==> config.mk <==
export PLATFORM = sky130hd
export DESIGN_NAME = ict_timing
export DESIGN_NICKNAME = d
export VERILOG_FILES = /design/src/ict_pkg.sv /design/src/ict_cycle_count.sv /design/src/ict_timing.sv
export SDC_FILE = /design/constraint.sdc
export NUM_CORES = 1
export LEC_CHECK = 0
export ABC_AREA = 1
export BUFFER_PORTS_ARGS = -buffer_cell sky130_fd_sc_hd__buf_2
export CAP_MARGIN = 5
export CORE_ASPECT_RATIO = 1.75
export CORE_MARGIN = 2
export CORE_UTILIZATION = 40
export DETAILED_ROUTE_END_ITERATION = 10
export PLACE_DENSITY = 0.66
export SYNTH_ARGS = -nofsm -noshare
export SYNTH_HDL_FRONTEND = slang
export SYNTH_SLANG_ARGS = --single-unit
==> constraint.sdc <==
create_clock -name clk_sys_i -period 1.4 [get_ports clk_sys_i]
set_clock_uncertainty 0.15 [all_clocks]
set_input_delay 0.07 -clock clk_sys_i [delete_from_list [all_inputs] [get_ports clk_sys_i]]
set_output_delay 0.07 -clock clk_sys_i [all_outputs]
set_load 0.03 [all_outputs]
==> src/ict_pkg.sv <==
`default_nettype none
package ict_pkg;
    // =========================================
    // widths and field layout
    localparam int WORD_W = 24;
    localparam int DWORD_W = 48;
    localparam int ADDR_W = 23;
    localparam int SECOND_ZERO_W = 8;
    localparam int CYC_W = 2;
    localparam logic [1:0] CYC_ONE = 2'h1;
    localparam logic [1:0] CYC_TWO = 2'h2;
    localparam logic [1:0] CYC_THREE = 2'h3;
    // program address literal: second word low bits above first word bits 15..1
    localparam int LIT_HI_W = 7;
    localparam int LIT_MID_MSB = 15;
    localparam int LIT_ALIGN_BIT = 0;

    // =========================================
    // instruction class supplied by the fetch stage's predecode
    typedef enum logic [3:0] {
        ICT_CLS_PLAIN,
        ICT_CLS_COND,
        ICT_CLS_PC_WRITE,
        ICT_CLS_BRANCH_ALWAYS,
        ICT_CLS_CALL_IND,
        ICT_CLS_GOTO_IND,
        ICT_CLS_TABLE_RD,
        ICT_CLS_TABLE_WR,
        ICT_CLS_RETURN,
        ICT_CLS_RETURN_FROM_INTERRUPT,
        ICT_CLS_SKIP,
        ICT_CLS_DOUBLE
    } ict_class_e;

    typedef struct packed {
        logic [WORD_W-1:0] word;
        ict_class_e cls;
        logic cond_true;
        logic long_path;
    } ict_fetch_s;

    typedef struct packed {
        logic [DWORD_W-1:0] instr;
        logic [ADDR_W-1:0] program_address_literal;
        logic is_double;
        logic nop;
        logic [CYC_W-1:0] cycles;
    } ict_issue_s;
endpackage : ict_pkg
`default_nettype wire

==> src/ict_cycle_count.sv <==
`default_nettype none
module ict_cycle_count (
    // classification in
    input wire ict_pkg::ict_class_e cls_i,
    input wire logic cond_true_i,
    input wire logic long_path_i,
    input wire logic skip_target_double_i,
    // cycle count out
    output logic [ict_pkg::CYC_W-1:0] cycles_o
);
    import ict_pkg::*;

    // =========================================
    // cycle count per class
    always_comb begin
        cycles_o = CYC_ONE; // [RQ5]
        unique case (cls_i)
            ICT_CLS_PLAIN: cycles_o = CYC_ONE;
            ICT_CLS_DOUBLE: cycles_o = CYC_TWO; // [RQ4]
            ICT_CLS_COND: cycles_o = cond_true_i ? CYC_TWO : CYC_ONE; // [RQ6]
            ICT_CLS_PC_WRITE: cycles_o = CYC_TWO; // [RQ6]
            ICT_CLS_BRANCH_ALWAYS, ICT_CLS_CALL_IND, ICT_CLS_GOTO_IND,
            ICT_CLS_TABLE_RD, ICT_CLS_TABLE_WR, ICT_CLS_RETURN,
            ICT_CLS_RETURN_FROM_INTERRUPT:
                cycles_o = long_path_i ? CYC_THREE : CYC_TWO; // [RQ8]
            ICT_CLS_SKIP: begin
                if (!cond_true_i) begin
                    cycles_o = CYC_ONE;
                end else begin
                    cycles_o = skip_target_double_i ? CYC_THREE : CYC_TWO; // [RQ9]
                end
            end
            default: cycles_o = CYC_ONE;
        endcase
    end
endmodule : ict_cycle_count
`default_nettype wire

==> src/ict_timing.sv <==
// Notes on behaviour
// RQ1: a double-word instruction is one 48-bit unit from two program words.
// RQ2: the second word of a double-word instruction has its top eight bits zero.
// RQ3: a second word executed on its own behaves as a no-operation.
// RQ4: every double-word instruction takes exactly two cycles.
// RQ5: a single-word instruction takes one cycle by default.
// RQ6: true condition or program-counter change makes a single-word instruction two cycles.
// RQ7: the extra cycles are no-operations that change no state.
// RQ8: branches, indirect call/jump, table access, returns take two or three cycles.
// RQ9: taken skip takes two cycles over one word, three over two words.
// RQ10: the 23-bit program address literal has its least significant bit zero.
// RQ11: skipped words are still fetched but nullified, causing no updates.
`default_nettype none
module ict_timing #(
    // sizes the logic is built for
    parameter int INSTR_W = ict_pkg::WORD_W,
    parameter int LIT_W = ict_pkg::ADDR_W
) (
    // clock and reset
    input wire logic clk_sys_i,
    input wire logic srst_i,
    // fetch side
    input wire logic fetch_valid_i,
    input wire ict_pkg::ict_fetch_s fetch_i,
    input wire logic next_is_double_i,
    output logic fetch_ready_o,
    // execute side
    output logic issue_valid_o,
    output ict_pkg::ict_issue_s issue_o,
    output logic align_err_o
);
    import ict_pkg::*;

    // =========================================
    // elaboration checks
    if (INSTR_W != WORD_W) begin : g_bad_word_w
        $error("instruction word width must match the issue record");
    end
    if (LIT_W != ADDR_W) begin : g_bad_lit_w
        $error("program address literal width must match the issue record");
    end
    if (DWORD_W != WORD_W + WORD_W) begin : g_bad_dword_w
        $error("a double-word instruction must span exactly two words");
    end
    if (LIT_HI_W + LIT_MID_MSB - LIT_ALIGN_BIT + 1 != ADDR_W) begin : g_bad_lit_pack
        $error("literal fields do not add up to the literal width");
    end
    if (SECOND_ZERO_W > WORD_W) begin : g_bad_zero_w
        $error("zero field is wider than a word");
    end

    // =========================================
    // helpers
    function automatic logic second_word_ok(input logic [WORD_W-1:0] w);
        return w[WORD_W-1 -: SECOND_ZERO_W] == '0;
    endfunction : second_word_ok

    // one program word placed in the low half of the issue record
    function automatic logic [DWORD_W-1:0] widen_word(input logic [WORD_W-1:0] w);
        return {{WORD_W{1'b0}}, w};
    endfunction : widen_word

    // literal: second word low bits, then first word bits above the align bit
    function automatic logic [ADDR_W-1:0] pack_literal(input logic [WORD_W-1:0] first_w,
        input logic [WORD_W-1:0] second_w);
        return {second_w[LIT_HI_W-1:0], first_w[LIT_MID_MSB:LIT_ALIGN_BIT+1], 1'b0};
    endfunction : pack_literal

    // single-word instruction that holds fetch for its extra no-operation cycles
    function automatic logic holds_fetch(input ict_class_e cls, input logic skip_taken,
        input logic [CYC_W-1:0] cyc);
        return cls != ICT_CLS_DOUBLE && !skip_taken && cyc != CYC_ONE;
    endfunction : holds_fetch

    typedef enum {
        ST_FIRST,
        ST_SECOND,
        ST_STALL,
        ST_SKIP1,
        ST_SKIP2
    } ict_state_e;

    ict_state_e state_reg;
    logic [WORD_W-1:0] first_word_reg;
    logic [CYC_W-1:0] stall_left_reg;
    logic skip_double_reg;
    logic [CYC_W-1:0] cyc_now;

    ict_cycle_count u_count (
        .cls_i(fetch_i.cls),
        .cond_true_i(fetch_i.cond_true),
        .long_path_i(fetch_i.long_path),
        .skip_target_double_i(next_is_double_i),
        .cycles_o(cyc_now)
    );

    wire logic take = fetch_valid_i && fetch_ready_o;
    wire logic is_skip = fetch_i.cls == ICT_CLS_SKIP && fetch_i.cond_true;
    wire logic starts_double = fetch_i.cls == ICT_CLS_DOUBLE;
    // taking a single-word instruction whose extra cycles are stalls
    wire logic stall_start = take && state_reg == ST_FIRST
        && holds_fetch(fetch_i.cls, is_skip, cyc_now);

    // =========================================
    // sequencing
    always_ff @(posedge clk_sys_i) begin
        if (srst_i) begin
            state_reg <= ST_FIRST;
            first_word_reg <= '0;
            stall_left_reg <= '0;
            skip_double_reg <= 1'b0;
        end else begin
            unique case (state_reg)
                ST_FIRST: begin
                    if (take) begin
                        if (starts_double) begin
                            first_word_reg <= fetch_i.word; // [RQ1]
                            state_reg <= ST_SECOND;
                        end else if (is_skip) begin
                            skip_double_reg <= next_is_double_i;
                            state_reg <= ST_SKIP1; // [RQ11]
                        end else if (stall_start) begin
                            stall_left_reg <= cyc_now - CYC_ONE;
                            state_reg <= ST_STALL; // [RQ6] [RQ8]
                        end
                    end
                end
                ST_SECOND: begin
                    if (take) begin
                        state_reg <= ST_FIRST; // [RQ4]
                    end
                end
                ST_STALL: begin
                    stall_left_reg <= stall_left_reg - CYC_ONE;
                    if (stall_left_reg == CYC_ONE) begin
                        state_reg <= ST_FIRST;
                    end
                end
                ST_SKIP1: begin
                    if (take) begin
                        state_reg <= skip_double_reg ? ST_SKIP2 : ST_FIRST; // [RQ9]
                    end
                end
                ST_SKIP2: begin
                    if (take) begin
                        state_reg <= ST_FIRST;
                    end
                end
            endcase
        end
    end

    // =========================================
    // fetch acceptance
    always_ff @(posedge clk_sys_i) begin
        if (srst_i) begin
            fetch_ready_o <= 1'b0;
        end else if (state_reg == ST_STALL) begin
            // reopen fetch only for the last no-operation slot
            fetch_ready_o <= stall_left_reg == CYC_ONE; // [RQ7]
        end else if (stall_start) begin
            fetch_ready_o <= 1'b0; // [RQ6] [RQ8]
        end else begin
            fetch_ready_o <= 1'b1;
        end
    end

    // =========================================
    // issue strobe
    always_ff @(posedge clk_sys_i) begin
        if (srst_i) begin
            issue_valid_o <= 1'b0;
        end else if (state_reg == ST_STALL) begin
            issue_valid_o <= 1'b1; // [RQ7]
        end else if (take) begin
            // the first word of a double waits for its partner
            issue_valid_o <= !(state_reg == ST_FIRST && starts_double); // [RQ1]
        end else begin
            issue_valid_o <= 1'b0;
        end
    end

    // =========================================
    // issue record
    always_ff @(posedge clk_sys_i) begin
        if (srst_i) begin
            issue_o <= '0;
        end else if (state_reg == ST_STALL) begin
            issue_o <= '0;
            issue_o.nop <= 1'b1; // [RQ7]
        end else if (take) begin
            issue_o <= '0;
            unique case (state_reg)
                ST_FIRST: begin
                    issue_o.instr <= widen_word(fetch_i.word);
                    issue_o.cycles <= cyc_now; // [RQ5] [RQ6] [RQ8] [RQ9]
                    // a lone second word decodes as no-operation
                    issue_o.nop <= second_word_ok(fetch_i.word); // [RQ3]
                end
                ST_SECOND: begin
                    issue_o.instr <= {first_word_reg, fetch_i.word}; // [RQ1]
                    issue_o.is_double <= 1'b1;
                    issue_o.cycles <= CYC_TWO; // [RQ4]
                    issue_o.program_address_literal <=
                        pack_literal(first_word_reg, fetch_i.word); // [RQ10]
                    issue_o.nop <= !second_word_ok(fetch_i.word); // [RQ2]
                end
                ST_STALL, ST_SKIP1, ST_SKIP2: begin
                    // skipped words are fetched but change nothing
                    issue_o.instr <= widen_word(fetch_i.word);
                    issue_o.nop <= 1'b1; // [RQ11] [RQ7]
                end
            endcase
        end
    end

    // =========================================
    // zero-field and alignment errors
    always_ff @(posedge clk_sys_i) begin
        if (srst_i) begin
            align_err_o <= 1'b0;
        end else begin
            align_err_o <= take && state_reg == ST_SECOND // [RQ2] [RQ10]
                && (!second_word_ok(fetch_i.word) || first_word_reg[LIT_ALIGN_BIT]);
        end
    end
endmodule : ict_timing
`default_nettype wire

# Yosys cells after proc, flatten, opt, wreduce, memory -nomap -nowiden
# Index checks and enable logic that the tools add are counted.
# word_totals
reg_bits	137
inputBits	34
# op_classes
n_bitwise	1
n_mux	29
n_eq_ne	28
addsub	2
reduce_logical	28
# op_table
op	n
2-to-1 mux 32 bit	7
one-hot mux 32 bit (4 select lines)	1
equality test 32 x 2 -> 1 bit (second input constant)	3
one-hot mux 48 bit (2 select lines)	1
equality test 32 x 3 -> 1 bit (second input constant)	2
zero test 32 bit	2
equality test 32 x 1 -> 1 bit (second input constant)	1
2-to-1 mux 24 bit	1
equality test 4 x 3 -> 1 bit (second input constant)	4
equality test 4 bit (second input constant)	4
2-to-1 mux 2 bit	6
inequality test 2 bit (second input constant)	6
AND reduction 5 bit	2
logical AND 1 bit	9
2-to-1 mux 3 bit	3
equality test 4 x 2 -> 1 bit (second input constant)	2
zero test 8 bit	1
inequality test 4 bit (second input constant)	2
one-hot mux 2 bit (2 select lines)	2
one-hot mux 2 bit (4 select lines)	1
OR reduction 7 bit	1
2-to-1 mux 1 bit	6
OR reduction 2 bit	3
equality test 4 x 1 -> 1 bit (second input constant)	1
12 further kinds	17

# Logic depth before layout (Yosys ltp)
# logic_depth
depth_word	11
depth_mapped	14

# Hierarchy
# Synthesis repeated with hierarchy kept, for this count alone.
# hier_totals
hier_cells	538
area_unflattened_um2	4177.8
# modules_own_cells
module	area_per_inst_um2	n_inst	cells_each	seq_area_each_um2
ict_timing	4021.4	1	508	2142.1
ict_cycle_count	156.4	1	30	0.0

# Least setup slack after synthesis
# OpenSTA, ideal clock, no wires.
# synth_timing
path_kind	flip-flop to flip-flop
from	register fetch_ready_o
to	register first_word_reg[10]
n_path_buf	1
stages_incl_launch_ff	7
arrival_ns	1.395
setup_slack_ns	-0.263
setup_ns	0.118
t_required_ns	1.132
path_cell_list	dfxtp_1 > nand2_1 > inv_2 > nand3_4 > buf_2 > nor3_1 > nor2_1
# synth_via
elab_chain_cells	2
# synth_rtl
item	line	rtl
from (decl)	ict_timing.sv:26	output logic fetch_ready_o,
from (signal assigned)	ict_timing.sv:157	fetch_ready_o <= 1'b0;
from (signal assigned)	ict_timing.sv:160	fetch_ready_o <= stall_left_reg == CYC_ONE;
from (signal assigned)	ict_timing.sv:162	fetch_ready_o <= 1'b0;
logical AND 1 bit	ict_timing.sv:97	wire logic take = fetch_valid_i && fetch_ready_o;
AND reduction 3 bit (no line)	--	
to (signal assigned)	ict_timing.sv:117	first_word_reg <= fetch_i.word;
to (decl)	ict_timing.sv:84	logic [WORD_W-1:0] first_word_reg;
# Every way passes these cells.
# A chain may end at the register's enable or synchronous reset.

# Worst setup path after layout
# layout_timing
from	register state_reg[2]
to	register first_word_reg[16]
# layout_via
elab_chain_cells	2
# layout_rtl
item	line	rtl
from (decl)	ict_timing.sv:83	ict_state_e state_reg;
from (signal assigned)	ict_timing.sv:141	state_reg <= skip_double_reg ? ST_SKIP2 : ST_FIRST;
zero test 32 bit	ict_timing.sv:113	unique case (state_reg)
AND reduction 3 bit (no line)	--	
# Every way passes these cells.

==> results.yml <==
outcome:
  status: "finished, violations left"
  violations: "negative setup slack"
global_route:
  grt_pass1_wl_um: 19800
  antenna_found_initial: 0
  grt_remaining_overflow: 0
  grt_pass1_vias: 4263
  grt_max_degree: 28
  grt_usage_pct: 22.1
synthesis:
  syn-num-nets: 566
  synth_top_area_share_pct: 50.6
  ys_ff_latch: 107
  synth_top_cells_by_area: "dfxtp_1 (51%), nand2_1 (9.8%), a21oi_1 (7.6%)"
  yosysTopAreaCell: "dfxtp_1"
  synth_area_mm2: 0.00423
  synth.distinct_cells: 32
  synthArstFlopShare_pct: 0
  postSynthAreaPerCell_um2: 7.98
  syn_inst: 530
  synth-main-ff-cell: "dfxtp_1"
  yosys_warnings: 0
  synth_edf_count: 0
  ys_seq_area_share_pct: 50.6
critical_path:
  crit_buf_inv: 2
  slowest_delay_ps: 360
  worstRegToRegCells: 6
  path_class: "flip-flop to flip-flop"
  crit_cells: 6
  critPathRequiredTime_ps: 1480
  crit_chain: "nor2_4 > nand3_4 > nor2_8 > buf_12 > buf_16 > a21oi_1"
  critical_path.endpoint_type: "flip-flop"
  setup.worst_path.start_class: "flip-flop"
  critPathArrivalTime_ps: 1510
  crit_family: "simple AND/OR/NAND/NOR gates"
  slowest_stage: "dfxtp_4"
  cp_max_fo: 8
clock_tree:
  cts.clk_slew.worst_paths_ps: 70
  cts_tree: "done"
  cts-root-buf: "clkbuf_16"
  cts.sinks: 107
  htree_num_levels: 3
  cts_buffer_depth: 2
  worstSkewPairLatency_ps: 330
  numCtsBuffers: 9
cells_and_area:
  largest_reg_flops: 74
  layout-drive-gt1-share_pct: 33.8
  mostFrequentLayoutCells: "buf_2 (110), nand2_1 (106), dfxtp_1 (102)"
  layout.cells.non_filler: 822
  regArea_mm2: 0.00216
  mostFrequentLayoutCell: "buf_2"
  area_growth_pct: 41.8
  finalNetCount: 727
  antenna_cells: 0
  utilization_pct: 58.2
  n_fill_cell: 919
  multi_input_area_mm2: 0.00191
  fin_area_mm2: 0.00600
placement:
  routabilityCongestion: 0.849
  dp.cells: 775
  port_buffers: 110
  hpwl_um: 8790
  place_area_mm2: 0.00519
floorplan:
  initial_utilization_pct: 41.1
  dieArea_mm2: 0.0115
  ios: 112
  die_h_um: 140
  core_mm2: 0.0103
  fp-row-count: 49
  die_x_um: 81.8
routing:
  vias: 4270
  vias_per_cell: 5.19
  ant_nets: 0
  first_iter_violations: 331
  drc_errors: 0
  routed_wirelength_um: 12500
  first_pass_iters: 5
  wl_per_cell_um: 15.2
sta:
  hold_viol_final: 0
  max_clock_freq_mhz: 698
  setup_ws_ps: -31.7
  min_period_ps: 1430
  finalSetupTns_ps: -318
  drv_slew: 0
  rsz0062_at_grt: "true"
  timing.hold.ws_ps: 61.6
  fin_crit_sh_pct: 102
  final-setup-viol-count: 25
pwr:
  seqPwrFrac_pct: 42.8
  p_comb_share_pct: 23.2
  p_leak_nw: 2.64
  p_per_area_mw_per_mm2: 1280
  clockPowerShare_pct: 34.0
  switching_share_pct: 29.1
  net-switching-power_mw: 2.23
  p_int_mw: 5.42
  peakVddDrop_uv: 783
min_path:
  hold_depth: 6
  hold_path.class: "primary input to flip-flop"
flow_run:
  max_cap_viol_count: 0
## power by group through the flow
stage / clock (mW) / combinational, mW / sequential, mW
2_1_floorplan: 0 / 0.776 / 3.48
3_3_place_gp: 0 / 1.54 / 3.32
3_5_place_dp: 0 / 1.57 / 3.33
4_1_cts: 2.65 / 1.69 / 3.27
5_1_grt: 2.77 / 1.92 / 3.28
6_report: 2.60 / 1.78 / 3.27
## per-stage QoR
stage	power (mW)	setup slack, ps
CTS	7.61	-32.7
floorplan	4.26	0.285
global route	7.97	-131
detailed placement	4.89	-395
global placement	4.86	-240
finish	7.65	-31.7
## cell type report
| cell class | count | area share (%) |
|---|---|---|
| clock buffers | 12 | 4.46 |
| clock inverters | 3 | 0.751 |
| inverters | 29 | 1.94 |
| multi-input cells | 360 | 31.9 |
| flip-flops and latches | 107 | 35.9 |
| well taps | 127 | 2.65 |
| repair buffers | 184 | 22.3 |
## cells by family after synthesis
group	Yosys count	share of synthesized area, %
compound gates	119	16.1
fa+ha+maj	2	0.591
buf+inv	63	7.30
flops	107	50.6
other cells	1	0.0886
simple gates	238	25.3
## cells in the mapped netlist, types with 2 or more instances
master	count
nor2_4	2
buf_6	4
inv_1	24
dfxtp_1	107
inv_2	5
nor2_2	2
nand2_2	3
buf_4	5
nand3b_1	2
ha_1	2
buf_2	10
o21ai_2	3
a21oi_1	64
clkbuf_1	14
nand3_1	40
o211ai_1	2
nand3_4	2
nand2_1	111
a21oi_2	6
nor3_1	19
o21ai_1	9
a22oi_1	18
nand4_1	4
o21ai_0	16
nor2_1	49
## repair_timing
action,4_1_cts,5_1_grt
hold buffers,26,0
endpoints found under the hold margin,60,0
pin swaps,3,11
endpoints found under the setup margin,76,104
cloned,1,0
resized for setup,18,39
buffers inserted,3,2
## routing by layer
metal	share of wire (%)	GRT usage, %
met2	55	39.3
met3	4.3	4.06
met5	0	0
met4	4.2	11.4
met1	37	24.0
## worst register-to-register path, delay by kind of cell (launching register included)
| kind | cells | cell delay [ps] |
|---|---|---|
| flip-flops | 1 | 360 |
| AND/OR/NAND/NOR | 3 | 520 |
| buffers and inverters | 2 | 240 |
| AO/OA/AOI/OAI | 1 | 60 |
## final timing paths
kind	startpoint	slack [ps]	to
max	state_reg[2]	-30	first_word_reg[16]
min	next_is_double_i	60	skip_double_reg
max reg2reg	state_reg[2]	-30	first_word_reg[16]
min reg2reg	issue_o[33]	310	issue_o[33]
Power figures use the tool's default switching activity.
